File: src/verilog/err_irq_cfg.svh
// Overview of operation
// - Multi-error enable: interrupt on every logged error while err_irq_en is set
// - Self-test fail has no effect; multi-error enable setting still applies
// - Enable clear: interrupt only if summary clear
// - Enable clear: suppress interrupts while error outstanding
// - Vector disable set: never return stored vector
// - Vector disabled: answer identify with read error
// - Bit zero reserved, reads zero, write zero
// - Vector enabled: reply with vector bits 15:2
`ifndef ERR_IRQ_CFG_SVH
`define ERR_IRQ_CFG_SVH
`define ADDR_W            4
`define OFF_CTRL_STATUS   4'h0
`define OFF_RETURN_VECTOR 4'h4
`define OFF_BUS_ERROR     4'h8
`define OFF_IRQ_STATUS    4'hC
`define OFF_IRQ_MASK      4'hC
`define BIT_VEC_DIS       1
`define BIT_MULTI_ERROR_IRQ_ENABLE        3
`define BIT_SUMMARY       31
`define BIT_SELFTEST      10
`define VEC_HI            15
`define VEC_LO            2
`define IRQ_ERR           0
`define IRQ_IDENT         1
`define IRQ_W             2
`endif

File: src/verilog/err_irq_pkg.sv
package err_irq_pkg;
    typedef enum logic [2:0]
    {
        RSP_IDLE   = 3'b001,
        RSP_VECTOR = 3'b010,
        RSP_RDERR  = 3'b100
    } ident_rsp_e;
endpackage : err_irq_pkg

File: src/verilog/ident_responder.sv
`timescale 1ns/100ps
`include "err_irq_cfg.svh"
module ident_responder
    import err_irq_pkg::*;
(
    input  wire logic        core_clk,
    input  wire logic        resetn,
    input  wire logic        ident_req,
    input  wire logic        vec_dis,
    input  wire logic [13:0] vec_value,
    output logic             rsp_valid_ff,
    output logic             rsp_rderr_ff,
    output logic [31:0]      rsp_data_ff
);
    ident_rsp_e  state_ff;
    ident_rsp_e  nxt_state;
    logic        nxt_valid;
    logic        nxt_rderr;
    logic [31:0] nxt_data;

    always_comb
    begin
        nxt_state = RSP_IDLE;
        nxt_valid = 1'b0;
        nxt_rderr = 1'b0;
        nxt_data  = 32'h0;
        case (state_ff)
            RSP_IDLE:
            begin
                if (ident_req)
                begin
                    nxt_valid = 1'b1;
                    if (vec_dis)
                    begin
                        nxt_state = RSP_RDERR;
                        nxt_rderr = 1'b1;
                    end
                    else
                    begin
                        nxt_state = RSP_VECTOR;
                        nxt_data[`VEC_HI:`VEC_LO] = vec_value;
                    end
                end
            end
            RSP_VECTOR, RSP_RDERR:
            begin
                nxt_state = RSP_IDLE;
            end
            default:
            begin
                nxt_state = RSP_IDLE;
            end
        endcase
    end

    always_ff @(posedge core_clk or negedge resetn)
    begin
        if (!resetn)
        begin
            state_ff     <= RSP_IDLE;
            rsp_valid_ff <= 1'b0;
            rsp_rderr_ff <= 1'b0;
            rsp_data_ff  <= 32'h0;
        end
        else
        begin
            state_ff     <= nxt_state;
            rsp_valid_ff <= nxt_valid;
            rsp_rderr_ff <= nxt_rderr;
            rsp_data_ff  <= nxt_data;
        end
    end
endmodule : ident_responder

File: src/verilog/err_irq_ctrl.sv
// Design decisions made here: the register addresses and the address-and-strobe port.
`timescale 1ns/100ps
`include "err_irq_cfg.svh"
module err_irq_ctrl
    import err_irq_pkg::*;
(
    input  wire logic              core_clk,
    input  wire logic              resetn,
    input  wire logic [`ADDR_W-1:0] reg_addr,
    input  wire logic [31:0]       reg_wdata,
    input  wire logic              reg_wr,
    input  wire logic              reg_rd,
    output logic      [31:0]       reg_rdata_ff,
    input  wire logic              err_irq_en,
    input  wire logic              err_log,
    input  wire logic              selftest_fail,
    input  wire logic              err_summary,
    input  wire logic [31:0]       bus_error_value,
    output logic                   err_interrupt_request_txn_ff,
    input  wire logic              ident_req,
    output logic                   ident_rsp_valid_ff,
    output logic                   ident_rderr_ff,
    output logic      [31:0]       ident_data_ff,
    output logic                   irq_ff
);
    logic              multi_error_irq_enable_ff;
    logic              vec_dis_ff;
    logic [13:0]       vector_ff;
    logic [`IRQ_W-1:0] irq_sts_ff;
    logic [`IRQ_W-1:0] irq_mask_ff;
    logic              nxt_multi_error_irq_enable;
    logic              nxt_vec_dis;
    logic [13:0]       nxt_vector;
    logic [`IRQ_W-1:0] nxt_irq_sts;
    logic [`IRQ_W-1:0] nxt_irq_mask;
    logic [31:0]       nxt_rdata;
    logic              nxt_err_interrupt_request_txn;
    logic              nxt_irq;
    logic              fire;

    function automatic logic hit(input logic [`ADDR_W-1:0] a, input logic [`ADDR_W-1:0] off);
        hit = (a == off);
    endfunction : hit

    // A strobe only counts together with its own offset
    function automatic logic wr_hit(input logic wr, input logic [`ADDR_W-1:0] a, input logic [`ADDR_W-1:0] off);
        wr_hit = wr && hit(a, off);
    endfunction : wr_hit

    function automatic logic rd_hit(input logic rd, input logic [`ADDR_W-1:0] a, input logic [`ADDR_W-1:0] off);
        rd_hit = rd && hit(a, off);
    endfunction : rd_hit

    // Control register writes; reserved bits are not stored
    always_comb
    begin
        nxt_multi_error_irq_enable  = multi_error_irq_enable_ff;
        nxt_vec_dis = vec_dis_ff;
        if (wr_hit(reg_wr, reg_addr, `OFF_CTRL_STATUS))
        begin
            nxt_multi_error_irq_enable  = reg_wdata[`BIT_MULTI_ERROR_IRQ_ENABLE];
            nxt_vec_dis = reg_wdata[`BIT_VEC_DIS];
        end
    end

    // Return vector; bits outside the vector field are not stored
    always_comb
    begin
        nxt_vector = vector_ff;
        if (wr_hit(reg_wr, reg_addr, `OFF_RETURN_VECTOR))
        begin
            nxt_vector = reg_wdata[`VEC_HI:`VEC_LO];
        end
    end

    // Error interrupt issue policy; self-test failure is a separate input
    // that never reaches this decision
    always_comb
    begin
        fire = 1'b0;
        if (err_log && err_irq_en)
        begin
            if (multi_error_irq_enable_ff)
            begin
                fire = 1'b1;
            end
            else
            begin
                fire = !err_summary;
            end
        end
        nxt_err_interrupt_request_txn = fire;
    end

    // Sticky status: set beats read-clear
    always_comb
    begin
        nxt_irq_sts = irq_sts_ff;
        if (rd_hit(reg_rd, reg_addr, `OFF_IRQ_STATUS))
        begin
            nxt_irq_sts = '0;
        end
        nxt_irq_sts[`IRQ_ERR]   = nxt_irq_sts[`IRQ_ERR] | fire;
        nxt_irq_sts[`IRQ_IDENT] = nxt_irq_sts[`IRQ_IDENT] | ident_req;
    end

    // Mask shares the status offset and is write-only
    always_comb
    begin
        nxt_irq_mask = irq_mask_ff;
        if (wr_hit(reg_wr, reg_addr, `OFF_IRQ_MASK))
        begin
            nxt_irq_mask = reg_wdata[`IRQ_W-1:0];
        end
    end

    // Level output lines up with the registered status and mask
    always_comb
    begin
        nxt_irq = |(nxt_irq_sts & nxt_irq_mask);
    end

    // Read mux
    always_comb
    begin
        nxt_rdata = 32'h0;
        if (reg_rd)
        begin
            case (reg_addr)
                `OFF_CTRL_STATUS:
                begin
                    nxt_rdata[`BIT_MULTI_ERROR_IRQ_ENABLE]  = multi_error_irq_enable_ff;
                    nxt_rdata[`BIT_VEC_DIS] = vec_dis_ff;
                end
                `OFF_RETURN_VECTOR:
                begin
                    nxt_rdata[`VEC_HI:`VEC_LO] = vector_ff;
                end
                `OFF_BUS_ERROR:
                begin
                    nxt_rdata = bus_error_value;
                end
                `OFF_IRQ_STATUS:
                begin
                    nxt_rdata[`IRQ_W-1:0] = irq_sts_ff;
                end
                default:
                begin
                    nxt_rdata = 32'h0;
                end
            endcase
        end
    end

    always_ff @(posedge core_clk or negedge resetn)
    begin
        if (!resetn)
        begin
            multi_error_irq_enable_ff  <= '0;
            vec_dis_ff <= '0;
        end
        else
        begin
            multi_error_irq_enable_ff  <= nxt_multi_error_irq_enable;
            vec_dis_ff <= nxt_vec_dis;
        end
    end

    always_ff @(posedge core_clk or negedge resetn)
    begin
        if (!resetn)
        begin
            vector_ff <= '0;
        end
        else
        begin
            vector_ff <= nxt_vector;
        end
    end

    always_ff @(posedge core_clk or negedge resetn)
    begin
        if (!resetn)
        begin
            err_interrupt_request_txn_ff <= '0;
        end
        else
        begin
            err_interrupt_request_txn_ff <= nxt_err_interrupt_request_txn;
        end
    end

    always_ff @(posedge core_clk or negedge resetn)
    begin
        if (!resetn)
        begin
            irq_sts_ff <= '0;
        end
        else
        begin
            irq_sts_ff <= nxt_irq_sts;
        end
    end

    always_ff @(posedge core_clk or negedge resetn)
    begin
        if (!resetn)
        begin
            irq_mask_ff <= '0;
        end
        else
        begin
            irq_mask_ff <= nxt_irq_mask;
        end
    end

    always_ff @(posedge core_clk or negedge resetn)
    begin
        if (!resetn)
        begin
            irq_ff <= '0;
        end
        else
        begin
            irq_ff <= nxt_irq;
        end
    end

    always_ff @(posedge core_clk or negedge resetn)
    begin
        if (!resetn)
        begin
            reg_rdata_ff <= '0;
        end
        else
        begin
            reg_rdata_ff <= nxt_rdata;
        end
    end

    ident_responder u_ident
    (
        .core_clk     (core_clk),
        .resetn       (resetn),
        .ident_req    (ident_req),
        .vec_dis      (vec_dis_ff),
        .vec_value    (vector_ff),
        .rsp_valid_ff (ident_rsp_valid_ff),
        .rsp_rderr_ff (ident_rderr_ff),
        .rsp_data_ff  (ident_data_ff)
    );
endmodule : err_irq_ctrl

File: config.mk
export PLATFORM = sky130hd
export DESIGN_NAME = err_irq_ctrl
export DESIGN_NICKNAME = d
export VERILOG_FILES = /design/src/verilog/err_irq_pkg.sv /design/src/verilog/ident_responder.sv /design/src/verilog/err_irq_ctrl.sv
export VERILOG_INCLUDE_DIRS = /design/src /design/src/verilog
export SDC_FILE = /design/constraint.sdc
export NUM_CORES = 1
export LEC_CHECK = 0
export BUFFER_PORTS_ARGS = -buffer_cell sky130_fd_sc_hd__buf_2
export CAP_MARGIN = 25
export CELL_PAD_IN_SITES_DETAIL_PLACEMENT = 1
export CELL_PAD_IN_SITES_GLOBAL_PLACEMENT = 1
export CORE_ASPECT_RATIO = 0.5
export CORE_MARGIN = 1.5
export CORE_UTILIZATION = 30
export CTS_CLUSTER_DIAMETER = 80
export CTS_CLUSTER_SIZE = 12
export DETAILED_ROUTE_END_ITERATION = 10
export PLACE_DENSITY = 0.8
export SYNTH_ARGS = -nofsm -noshare
export SYNTH_HDL_FRONTEND = slang
export SYNTH_SLANG_ARGS = --single-unit
File: constraint.sdc
create_clock -name core_clk -period 1.3 [get_ports core_clk]
set_input_delay 0.13 -clock core_clk [delete_from_list [all_inputs] [get_ports core_clk]]
set_output_delay 0.13 -clock core_clk [all_outputs]
set_load 0.005 [all_outputs]
Yosys cells after proc, flatten, opt, wreduce, memory -nomap -nowiden
Index checks and enable logic that the tools add are counted.
{"block": "word_totals", "reg_bits": 73, "input_bits": 77, "output_inout_bits": 68}
{"block": "classes", "eq_ne": 4, "muxes": 22, "bitwise": 3, "n_reduce_logical": 8}
{"cell": "2-to-1 mux 14 bit", "count": 3}
{"cell": "2-to-1 mux 32 bit", "count": 1}
{"cell": "one-hot mux 12 bit (2 select lines)", "count": 1}
{"cell": "2-to-1 mux 16 bit", "count": 1}
{"cell": "2-to-1 mux 3 bit", "count": 3}
{"cell": "equality test 4 bit (second input constant)", "count": 2}
{"cell": "2-to-1 mux 1 bit", "count": 7}
{"cell": "one-hot mux 1 bit (3 select lines)", "count": 2}
{"cell": "logical AND 1 bit", "count": 5}
{"cell": "equality test 4 x 3 -> 1 bit (second input constant)", "count": 1}
{"cell": "zero test 4 bit", "count": 1}
{"cell": "2-to-1 mux 2 bit", "count": 2}
{"cell": "one-hot mux 1 bit (2 select lines)", "count": 2}
{"cell": "equality test 3 x 1 -> 1 bit (second input constant)", "count": 1}
{"cell": "AND 2 bit", "count": 1}
{"cell": "bitwise OR 1 bit", "count": 2}
{"cell": "OR reduction 2 bit", "count": 1}
{"cell": "zero test 1 bit", "count": 1}

Depth between registers and ports, before layout
Gate-level depths: netlist (run 1).
{"block": "logic_depth", "ltp_word": 6, "mapped_depth": 5, "mapped_depth_nobuf": 4}

By module
A second synthesis (run 1) with hierarchy kept.
{"block": "unflattened", "cells_unflattened": 195, "hier_area_um2": 2824.0}
{"mod": "err_irq_ctrl", "n_inst": 1, "cells_per_inst": 136, "area_per_inst_um2": 2068.2}
{"mod": "ident_responder", "n_inst": 1, "cells_per_inst": 59, "area_per_inst_um2": 755.7}

Least setup slack after synthesis (run 1)
OpenSTA, ideal clock, no wires.
{"block": "synth_path", "path_kind": "input to register", "start": "input port reg_addr[1]", "end": "register irq_ff", "setup_time_ps": 125, "arrival_time_ps": 1240, "required_ps": 1175, "slack_ps": -66, "path_stages": 4, "path_buffers": 0, "cell_sequence": "or3b_1 nor2_1 mux2_2 a2bb2o_1"}
{"block": "synth_via", "word_cells_on_any_way": 9, "classes_between": "1 x eq/ne; 2 x mux; 3 x bitwise; 3 x reduce/logical"}
{"item": "from (decl)", "line_no": "err_irq_ctrl.sv:9", "source": "input wire logic [`ADDR_W-1:0] reg_addr,"}
{"item": "equality test 4 bit", "line_no": "err_irq_ctrl.sv:42", "source": "hit = (a == off);"}
{"item": "logical AND 1 bit", "line_no": "err_irq_ctrl.sv:47", "source": "wr_hit = wr && hit(a, off);"}
{"item": "2-to-1 mux 2 bit", "line_no": "err_irq_ctrl.sv:111", "source": "if (wr_hit(reg_wr, reg_addr, `OFF_IRQ_MASK))"}
{"item": "via nxt_irq_mask[1]", "line_no": "err_irq_ctrl.sv:35", "source": "logic [`IRQ_W-1:0] nxt_irq_mask;"}
{"item": "AND 2 bit", "line_no": "err_irq_ctrl.sv:120", "source": "nxt_irq = |(nxt_irq_sts & nxt_irq_mask);"}
{"item": "OR reduction 2 bit", "line_no": "err_irq_ctrl.sv:120"}
{"item": "via nxt_irq", "line_no": "err_irq_ctrl.sv:38", "source": "logic nxt_irq;"}
{"item": "to (signal assigned)", "line_no": "err_irq_ctrl.sv:225", "source": "irq_ff <= nxt_irq;"}
{"item": "to (decl)", "line_no": "err_irq_ctrl.sv:24", "source": "output logic irq_ff"}
The timed path passes the listed nets, and every way through them passes these cells.
A chain may end at the register's enable or synchronous reset.

Worst setup path after layout (run 1)
{"block": "layout_path", "start": "register multi_error_irq_enable_ff", "end": "register irq_ff"}
{"block": "layout_via", "elab_chain_cells": 5}
{"item": "from (decl)", "line_no": "err_irq_ctrl.sv:26", "source": "logic multi_error_irq_enable_ff;"}
{"item": "from (signal assigned)", "line_no": "err_irq_ctrl.sv:164", "source": "multi_error_irq_enable_ff <= nxt_multi_error_irq_enable;"}
{"item": "2-to-1 mux 1 bit", "line_no": "err_irq_ctrl.sv:83", "source": "if (multi_error_irq_enable_ff)"}
{"item": "2-to-1 mux 1 bit", "line_no": "err_irq_ctrl.sv:81", "source": "if (err_log && err_irq_en)"}
{"item": "bitwise OR 1 bit", "line_no": "err_irq_ctrl.sv:103", "source": "nxt_irq_sts[`IRQ_ERR] = nxt_irq_sts[`IRQ_ERR] | fire;"}
{"item": "AND 2 bit", "line_no": "err_irq_ctrl.sv:120"}
{"item": "OR reduction 2 bit", "line_no": "err_irq_ctrl.sv:120"}
{"item": "via nxt_irq", "line_no": "err_irq_ctrl.sv:38"}
The timed path passes the listed nets, and every way through them passes these cells.

==> impl_metrics.json, run 1 <==
{
  "status": "complete, no violations",
  "antenna_cells": 0,
  "syn-cell-area_sq_um": 2670,
  "wl_um": 6980,
  "critical_path_class": "register to register",
  "netlist.area_leader.share": 0.664,
  "comb_power_share": 0.106,
  "die_y_um": 69.8,
  "finalSetupViolCount": 0,
  "p_per_area_nw_per_um2": 1590,
  "place_inst": 425,
  "slowest_stage": "dfrtp_1",
  "holdCritPathClass": "input pin to register",
  "avgSynthCellArea_sq_um": 13.9,
  "fp-row-count": 24,
  "worstPathRequired_ps": 1520,
  "multi_input_area_sq_um": 769,
  "core_sq_um": 8680,
  "cts_tree": "built",
  "fin_crit_ps": 1240,
  "max_clock_freq_ghz": 0.806,
  "intPower_w": 0.00471,
  "grt_max_degree": 23,
  "die_area_sq_um": 9520,
  "clk_path_buf_depth": 2,
  "use_met3": 0.0395,
  "p_leak_nw": 2.09,
  "worstSkewPairLatency_ps": 330,
  "groute.usage.overall": 0.159,
  "yosys.area.top_type": "dfrtp_1",
  "crit_buf_inv": 0,
  "p_sw_frac": 0.216,
  "fin_nets": 398,
  "ir_drop_mv": 0.738,
  "cp-end-kind": "register",
  "timing.final.hold_violations": 0,
  "mostFrequentLayoutCell": "buf_2",
  "antenna_found_initial": 0,
  "grt_util_met1": 0.170,
  "first_global_vias": 2190,
  "worst_slew_pin_slew_ps": 606,
  "grt_pass1_wl_um": 11200,
  "yosysWarnings": 0,
  "ys_seq_area_frac": 0.674,
  "r2r_cells": 3,
  "synthCells": 193,
  "path_cells": "o211ai_1 -> a21boi_2 -> a2bb2o_4",
  "final_cell_mix": "109 x buf_2, 71 x dfrtp_1, 31 x and2_1, 18 x conb_1",
  "cts-root-buf": "clkbuf_16",
  "rrSetupSlack_ps": 60,
  "gpl.final_weighted_congestion": 0.808,
  "drtPass1Iterations": 4,
  "seqPwrFrac": 0.434,
  "relSlewSlack": 0.596,
  "p_total_w": 0.00600,
  "hold_start": "bus_error_value[29]",
  "critPathLaunchType": "register",
  "dpl.hpwl_um": 5260,
  "synth-seq-cells": 72,
  "clock_sinks": 72,
  "cts_setup_buffers": 0,
  "worstReg2RegStart": "multi_error_irq_enable_ff",
  "start_util": 0.308,
  "io_buffers": 109,
  "vias": 1888,
  "fill_cells": 941,
  "drt_iter0_drc": 60,
  "grtUsageMet2": 0.296,
  "cts_inserted_buffers": 9,
  "fin_util": 0.434,
  "synth_cell_types": 28,
  "slew_violations": 0,
  "hold_path_end": "reg_rdata_ff[29]",
  "ios": 145,
  "clock_power_share": 0.460,
  "finalNonFillerCells": 442,
  "seq_area_sq_um": 1800,
  "grt-ovfl-total": 0,
  "grt_most_used_layer": "met2",
  "areaGrowthSynthToFinish_pct": 40.8,
  "p_sw_w": 0.00130,
  "clk_pin_slew_ps": 60,
  "synthTopCellsByArea": "dfrtp_1 66%, and2_1 7.3%, mux2_2 6.3%",
  "avgRoutedWirePerCell_um": 15.8,
  "fp.dieW_um": 137,
  "htreeDepth": 3,
  "hold_ws_ps": 12.0,
  "finClkSkew_ps": 6.59,
  "rsz0062_at_grt": "false",
  "antenna_left": 0,
  "slowest_delay_ps": 380,
  "crit_family": "compound AO/OA/AOI/OAI gates",
  "drive_gt1_frac": 0.489,
  "post-route-period-util": 0.955,
  "rr_endpoint": "irq_ff",
  "whs_path_depth": 2,
  "vias_per_cell": 4.27,
  "cap_violations": 0,
  "crit_fanout": 2,
  "drc": 0,
  "cp.arrival_ps": 1460
}
==> through the flow <==
stage / cell area, sq um / TNS [ps] / setup slack, ps
after floorplan: 2750 / -2.92 / -2.92
after global placement: 3400 / -1700 / -156
after detailed placement: 3400 / -3410 / -198
after CTS: 3750 / 0 / 8.03
after global routing: 3760 / 0 / 17.8
final: 3760 / 0 / 59.1
==> final cells by class <==
class,instances,area share
Tap cell,117,0.0389
Timing Repair Buffer,125,0.181
Inverter,6,0.00598
Clock buffer,13,0.0744
Clock inverter,2,0.0160
Multi-Input combinational cell,107,0.204
Sequential cell,72,0.479
==> worst max-delay path by stage <==
stage | startpoint | to | slack (ps) | cells past startpoint
final | multi_error_irq_enable_ff | irq_ff | 60 | 3
after global routing | multi_error_irq_enable_ff | irq_ff | 20 | 3
after CTS | multi_error_irq_enable_ff | irq_ff | 8 | 3
after detailed placement | reg_addr[0] | irq_ff | -200 | 5
after global placement | reg_addr[0] | irq_ff | -160 | 5
after floorplan | reg_addr[0] | irq_ff | -3 | 4
==> per-layer routing <==
layer	part of all wire	vias to the layer above	routed length, um
li1	-	862	-
met1	0.38	959	2650
met5	0	-	0
met2	0.56	54	3910
met4	0.021	0	146
met3	0.039	13	270
==> power groups by stage <==
stage	Clock (W)	Sequential (W)	Combinational (W)
2_1_floorplan	0	0.00261	0.000312
3_3_place_gp	0	0.00262	0.000602
3_5_place_dp	0	0.00264	0.000635
4_1_cts	0.00282	0.00261	0.000645
5_1_grt	0.00294	0.00263	0.000706
6_report	0.00276	0.00261	0.000636
==> logic make-up after synthesis <==
group | count (synthesis) | synth area share
AO/OA/AOI/OAI | 20 | 0.0622
other | 1 | 0.00140
multiplexers | 20 | 0.0828
AND/OR/NAND/NOR | 49 | 0.108
flip-flops | 72 | 0.674
buffers and inverters | 31 | 0.0711
==> state kept, by name (all words and copies together) (netlist names) <==
name                          count
reg_rdata_ff                     32
u_ident.rsp_data_ff              14
vector_ff                        14
irq_mask_ff                       2
irq_sts_ff                        2
u_ident.state_ff                  2
err_interrupt_request_txn_ff      1
irq_ff                            1
multi_error_irq_enable_ff         1
u_ident.rsp_rderr_ff              1
u_ident.rsp_valid_ff              1
vec_dis_ff                        1
==> cell usage after synthesis <==
cell type,count
and2_1,31
a21o_1,1
o211ai_1,1
or3_1,1
a31oi_1,1
a21oi_1,1
and2b_1,1
mux2_1,2
nand4_1,1
nand3_1,1
dfrtp_1,71
nand2_1,2
buf_2,5
dfstp_2,1
mux2_2,15
nor3b_1,1
nor2_1,8
inv_1,6
a21boi_0,1
a22o_1,14
or3b_1,1
and3_1,1
clkbuf_1,2
nand3_2,1
buf_4,18
mux2i_1,3
a2bb2o_1,1
conb_1,1
==> timing repair <==
| item | in CTS | in global routing |
|---|---|---|
| hold buffers | 1 | 1 |
| cloned | 0 | 0 |
| setup endpoints to repair | 2 | 2 |
| pin swaps | 0 | 0 |
| resized for setup | 1 | 1 |
| hold endpoints to repair | 52 | 1 |
No activity file was read; power rests on OpenSTA's default activity.
==> run 2: changes to the inputs <==
ABC_AREA = 1   (was not set)
ABC_CLOCK_PERIOD_IN_PS = 1300   (was not set)
PLACE_DENSITY = 0.81   (was 0.8)
SYNTH_HIERARCHICAL = 1   (was not set)
==> impl_metrics.json, run 2 <==
{
  "drt_iter0_drc": 97,
  "worstPathRequired_ps": 1540,
  "cts_inserted_buffers": 9,
  "p_leak_nw": 2.28,
  "areaGrowthSynthToFinish_pct": 31.9,
  "drc": 0,
  "fp-row-count": 25,
  "cts_tree": "built",
  "start_util": 0.314,
  "status": "complete, no violations",
  "mostFrequentLayoutCell": "buf_2",
  "synth_edf_count": 0,
  "p_total_w": 0.00566,
  "stdcell_area_sq_um": 3980,
  "p_per_area_nw_per_um2": 1420,
  "clock_sinks": 72,
  "cp-end-kind": "register",
  "timing.critical_path.from": "vec_dis_ff",
  "max_clock_freq_ghz": 0.885,
  "synthTopCellsByArea": "dfrtp_1 59%, inv_1 7.0%, nand3_1 5.1%",
  "cap_violations": 0,
  "avgSynthCellArea_sq_um": 9.77,
  "cp.arrival_ps": 1370,
  "finClkSkew_ps": 5.83,
  "io_buffers": 109,
  "rr_endpoint": "u_ident/rsp_data_ff[4]",
  "path_cells": "inv_2 -> nand3_1 -> nor2_1",
  "cts-root-buf": "clkbuf_16",
  "hold_ws_ps": 11.1,
  "dpl.hpwl_um": 5770,
  "wl_um": 8160,
  "fin_util": 0.414,
  "synth_cell_types": 26,
  "p_sw_frac": 0.262,
  "ys_seq_area_frac": 0.597,
  "comb_power_share": 0.143,
  "ios": 145,
  "synth-seq-cells": 72,
  "drtPass1Iterations": 4,
  "htreeDepth": 3,
  "finalSetupTns_ps": 0,
  "slew_violations": 0,
  "hold_start": "bus_error_value[30]",
  "slowest_stage": "dfrtp_1",
  "fin_crit_ps": 1130,
  "clock_power_share": 0.389,
  "syn-cell-area_sq_um": 3020,
  "place_area_sq_um": 3650,
  "worstSkewPairLatency_ps": 330,
  "grt-ovfl-total": 0,
  "vias": 2427,
  "yosys-top-cells-count": "71 x dfrtp_1, 56 x inv_1, 34 x nand2_1, 34 x nor2_1, 31 x nand3_1",
  "antenna_found_initial": 0,
  "groute.usage.overall": 0.165,
  "r2r_cells": 3,
  "worstReg2RegStart": "vec_dis_ff",
  "fp.dieW_um": 145,
  "holdCritPathClass": "input pin to register",
  "crit_fanout": 15,
  "die_area_sq_um": 10700,
  "post-route-period-util": 0.869,
  "avgRoutedWirePerCell_um": 14.4,
  "rsz0062_at_grt": "false",
  "cts_setup_buffers": 0,
  "antenna_left": 0,
  "clk_pin_slew_ps": 50,
  "final_cell_mix": "108 x buf_2, 71 x dfrtp_1, 56 x inv_1, 34 x nor2_1, 34 x nand2_1",
  "clk_path_buf_depth": 2,
  "crit_buf_inv": 1,
  "ir_drop_mv": 0.512,
  "crit_cells": 3,
  "finalSetupViolCount": 0,
  "timing.final.hold_violations": 0,
  "core_sq_um": 9600,
  "vias_per_cell": 4.28,
  "reg_top3": "reg_rdata_ff x32, u_ident/rsp_data_ff x14, vector_ff x14",
  "crit_family": "flip-flops",
  "critPathLaunchType": "register",
  "drive_gt1_frac": 0.347,
  "p_sw_w": 0.00148,
  "seqPwrFrac": 0.468,
  "synthCells": 309,
  "worstSetupEndpoint": "u_ident/rsp_data_ff[4]",
  "slowest_delay_ps": 430,
  "netlist.area_leader.share": 0.589,
  "gpl.final_weighted_congestion": 0.765,
  "grt_pass1_wl_um": 13000,
  "yosysMostFrequentCell": "dfrtp_1",
  "synth_ff_type": "dfrtp_1",
  "rrSetupSlack_ps": 170,
  "intPower_w": 0.00418,
  "grt_max_degree": 29,
  "fin_nets": 507,
  "largest_reg_flops": 32,
  "largest_register": "reg_rdata_ff",
  "die_y_um": 73.9,
  "first_global_vias": 2657,
  "yosys.area.top_type": "dfrtp_1",
  "yosysWarnings": 6,
  "critical_path_class": "register to register",
  "async_flop_share": 1.00,
  "antenna_cells": 0
}
## run 2: changes by cell type in the layout (fill, tap and decap cells not counted), sizes merged, moves of 5 or more
cell / before / now
nor2: 8 / 37
and2: 31 / 0
a22o: 14 / 0
inv: 6 / 58
o21ai: 0 / 29
nand2: 2 / 35
nand3: 2 / 38
dlygate4sd3: 2 / 7
nand4: 1 / 6
mux2: 17 / 0
buf: 123 / 117
## run 2: worst min path at each step
stage / to / slack, ps / depth (start not counted)
5_1_grt: reg_rdata_ff[29] / 20 / 3
3_5_place_dp: irq_sts_ff[0] / 80 / 1
3_3_place_gp: err_interrupt_request_txn_ff / 70 / 1
6_report: reg_rdata_ff[30] / 10 / 3
2_1_floorplan: err_interrupt_request_txn_ff / -170 / 0
4_1_cts: reg_rdata_ff[30] / 3 / 3
## run 2: tightest hold or removal path: stages
cell and delay [ps]:
buf_2 90, inv_1 40, nor2_1 40
## run 2: repair_timing
action | 4_1_cts | 5_1_grt
hold endpoints to repair | 31 | 0
hold buffers | 7 | 0
resized for setup | 0 | 0
## run 2: cells by family after synthesis
family,Yosys count,synth area share
AOI/OAI and AO/OA,30,0.0576
other,1,0.00124
and+or+nand+nor,117,0.189
buffers and inverters,89,0.154
DFF,72,0.597
## run 2: layout make-up
type | instances | area, sq um
fill | 1146 | 5620
sequential | 72 | 1800
multi-input combinational | 165 | 813
timing repair buffer | 124 | 716
clock buffer | 12 | 256
inverter | 58 | 218
tap | 135 | 169
clock inverter | 1 | 5.00
## run 2: power by group through the flow
stage	registers, W	logic [W]	clock network, W
floorplan	0.00266	0.000483	0
global placement	0.00266	0.000752	0
detailed placement	0.00268	0.000793	0
CTS	0.00264	0.000822	0.00225
global route	0.00267	0.000915	0.00234
finish	0.00264	0.000809	0.00220
## run 2: metrics by stage
step           std cells  setup slack, ps
2_1_floorplan        326              336
3_3_place_gp         547              185
3_5_place_dp         547              124
4_1_cts              567              179
5_1_grt              567              116
6_report             567              170
## run 2: metal layers
| layer | GRT usage | vias up | share of wire |
|---|---|---|---|
| met5 | 0 | - | 0 |
| met4 | 0.0673 | 0 | 0.021 |
| met3 | 0.0587 | 15 | 0.052 |
| met2 | 0.312 | 59 | 0.54 |
| met1 | 0.169 | 1202 | 0.38 |
| li1 | - | 1151 | - |
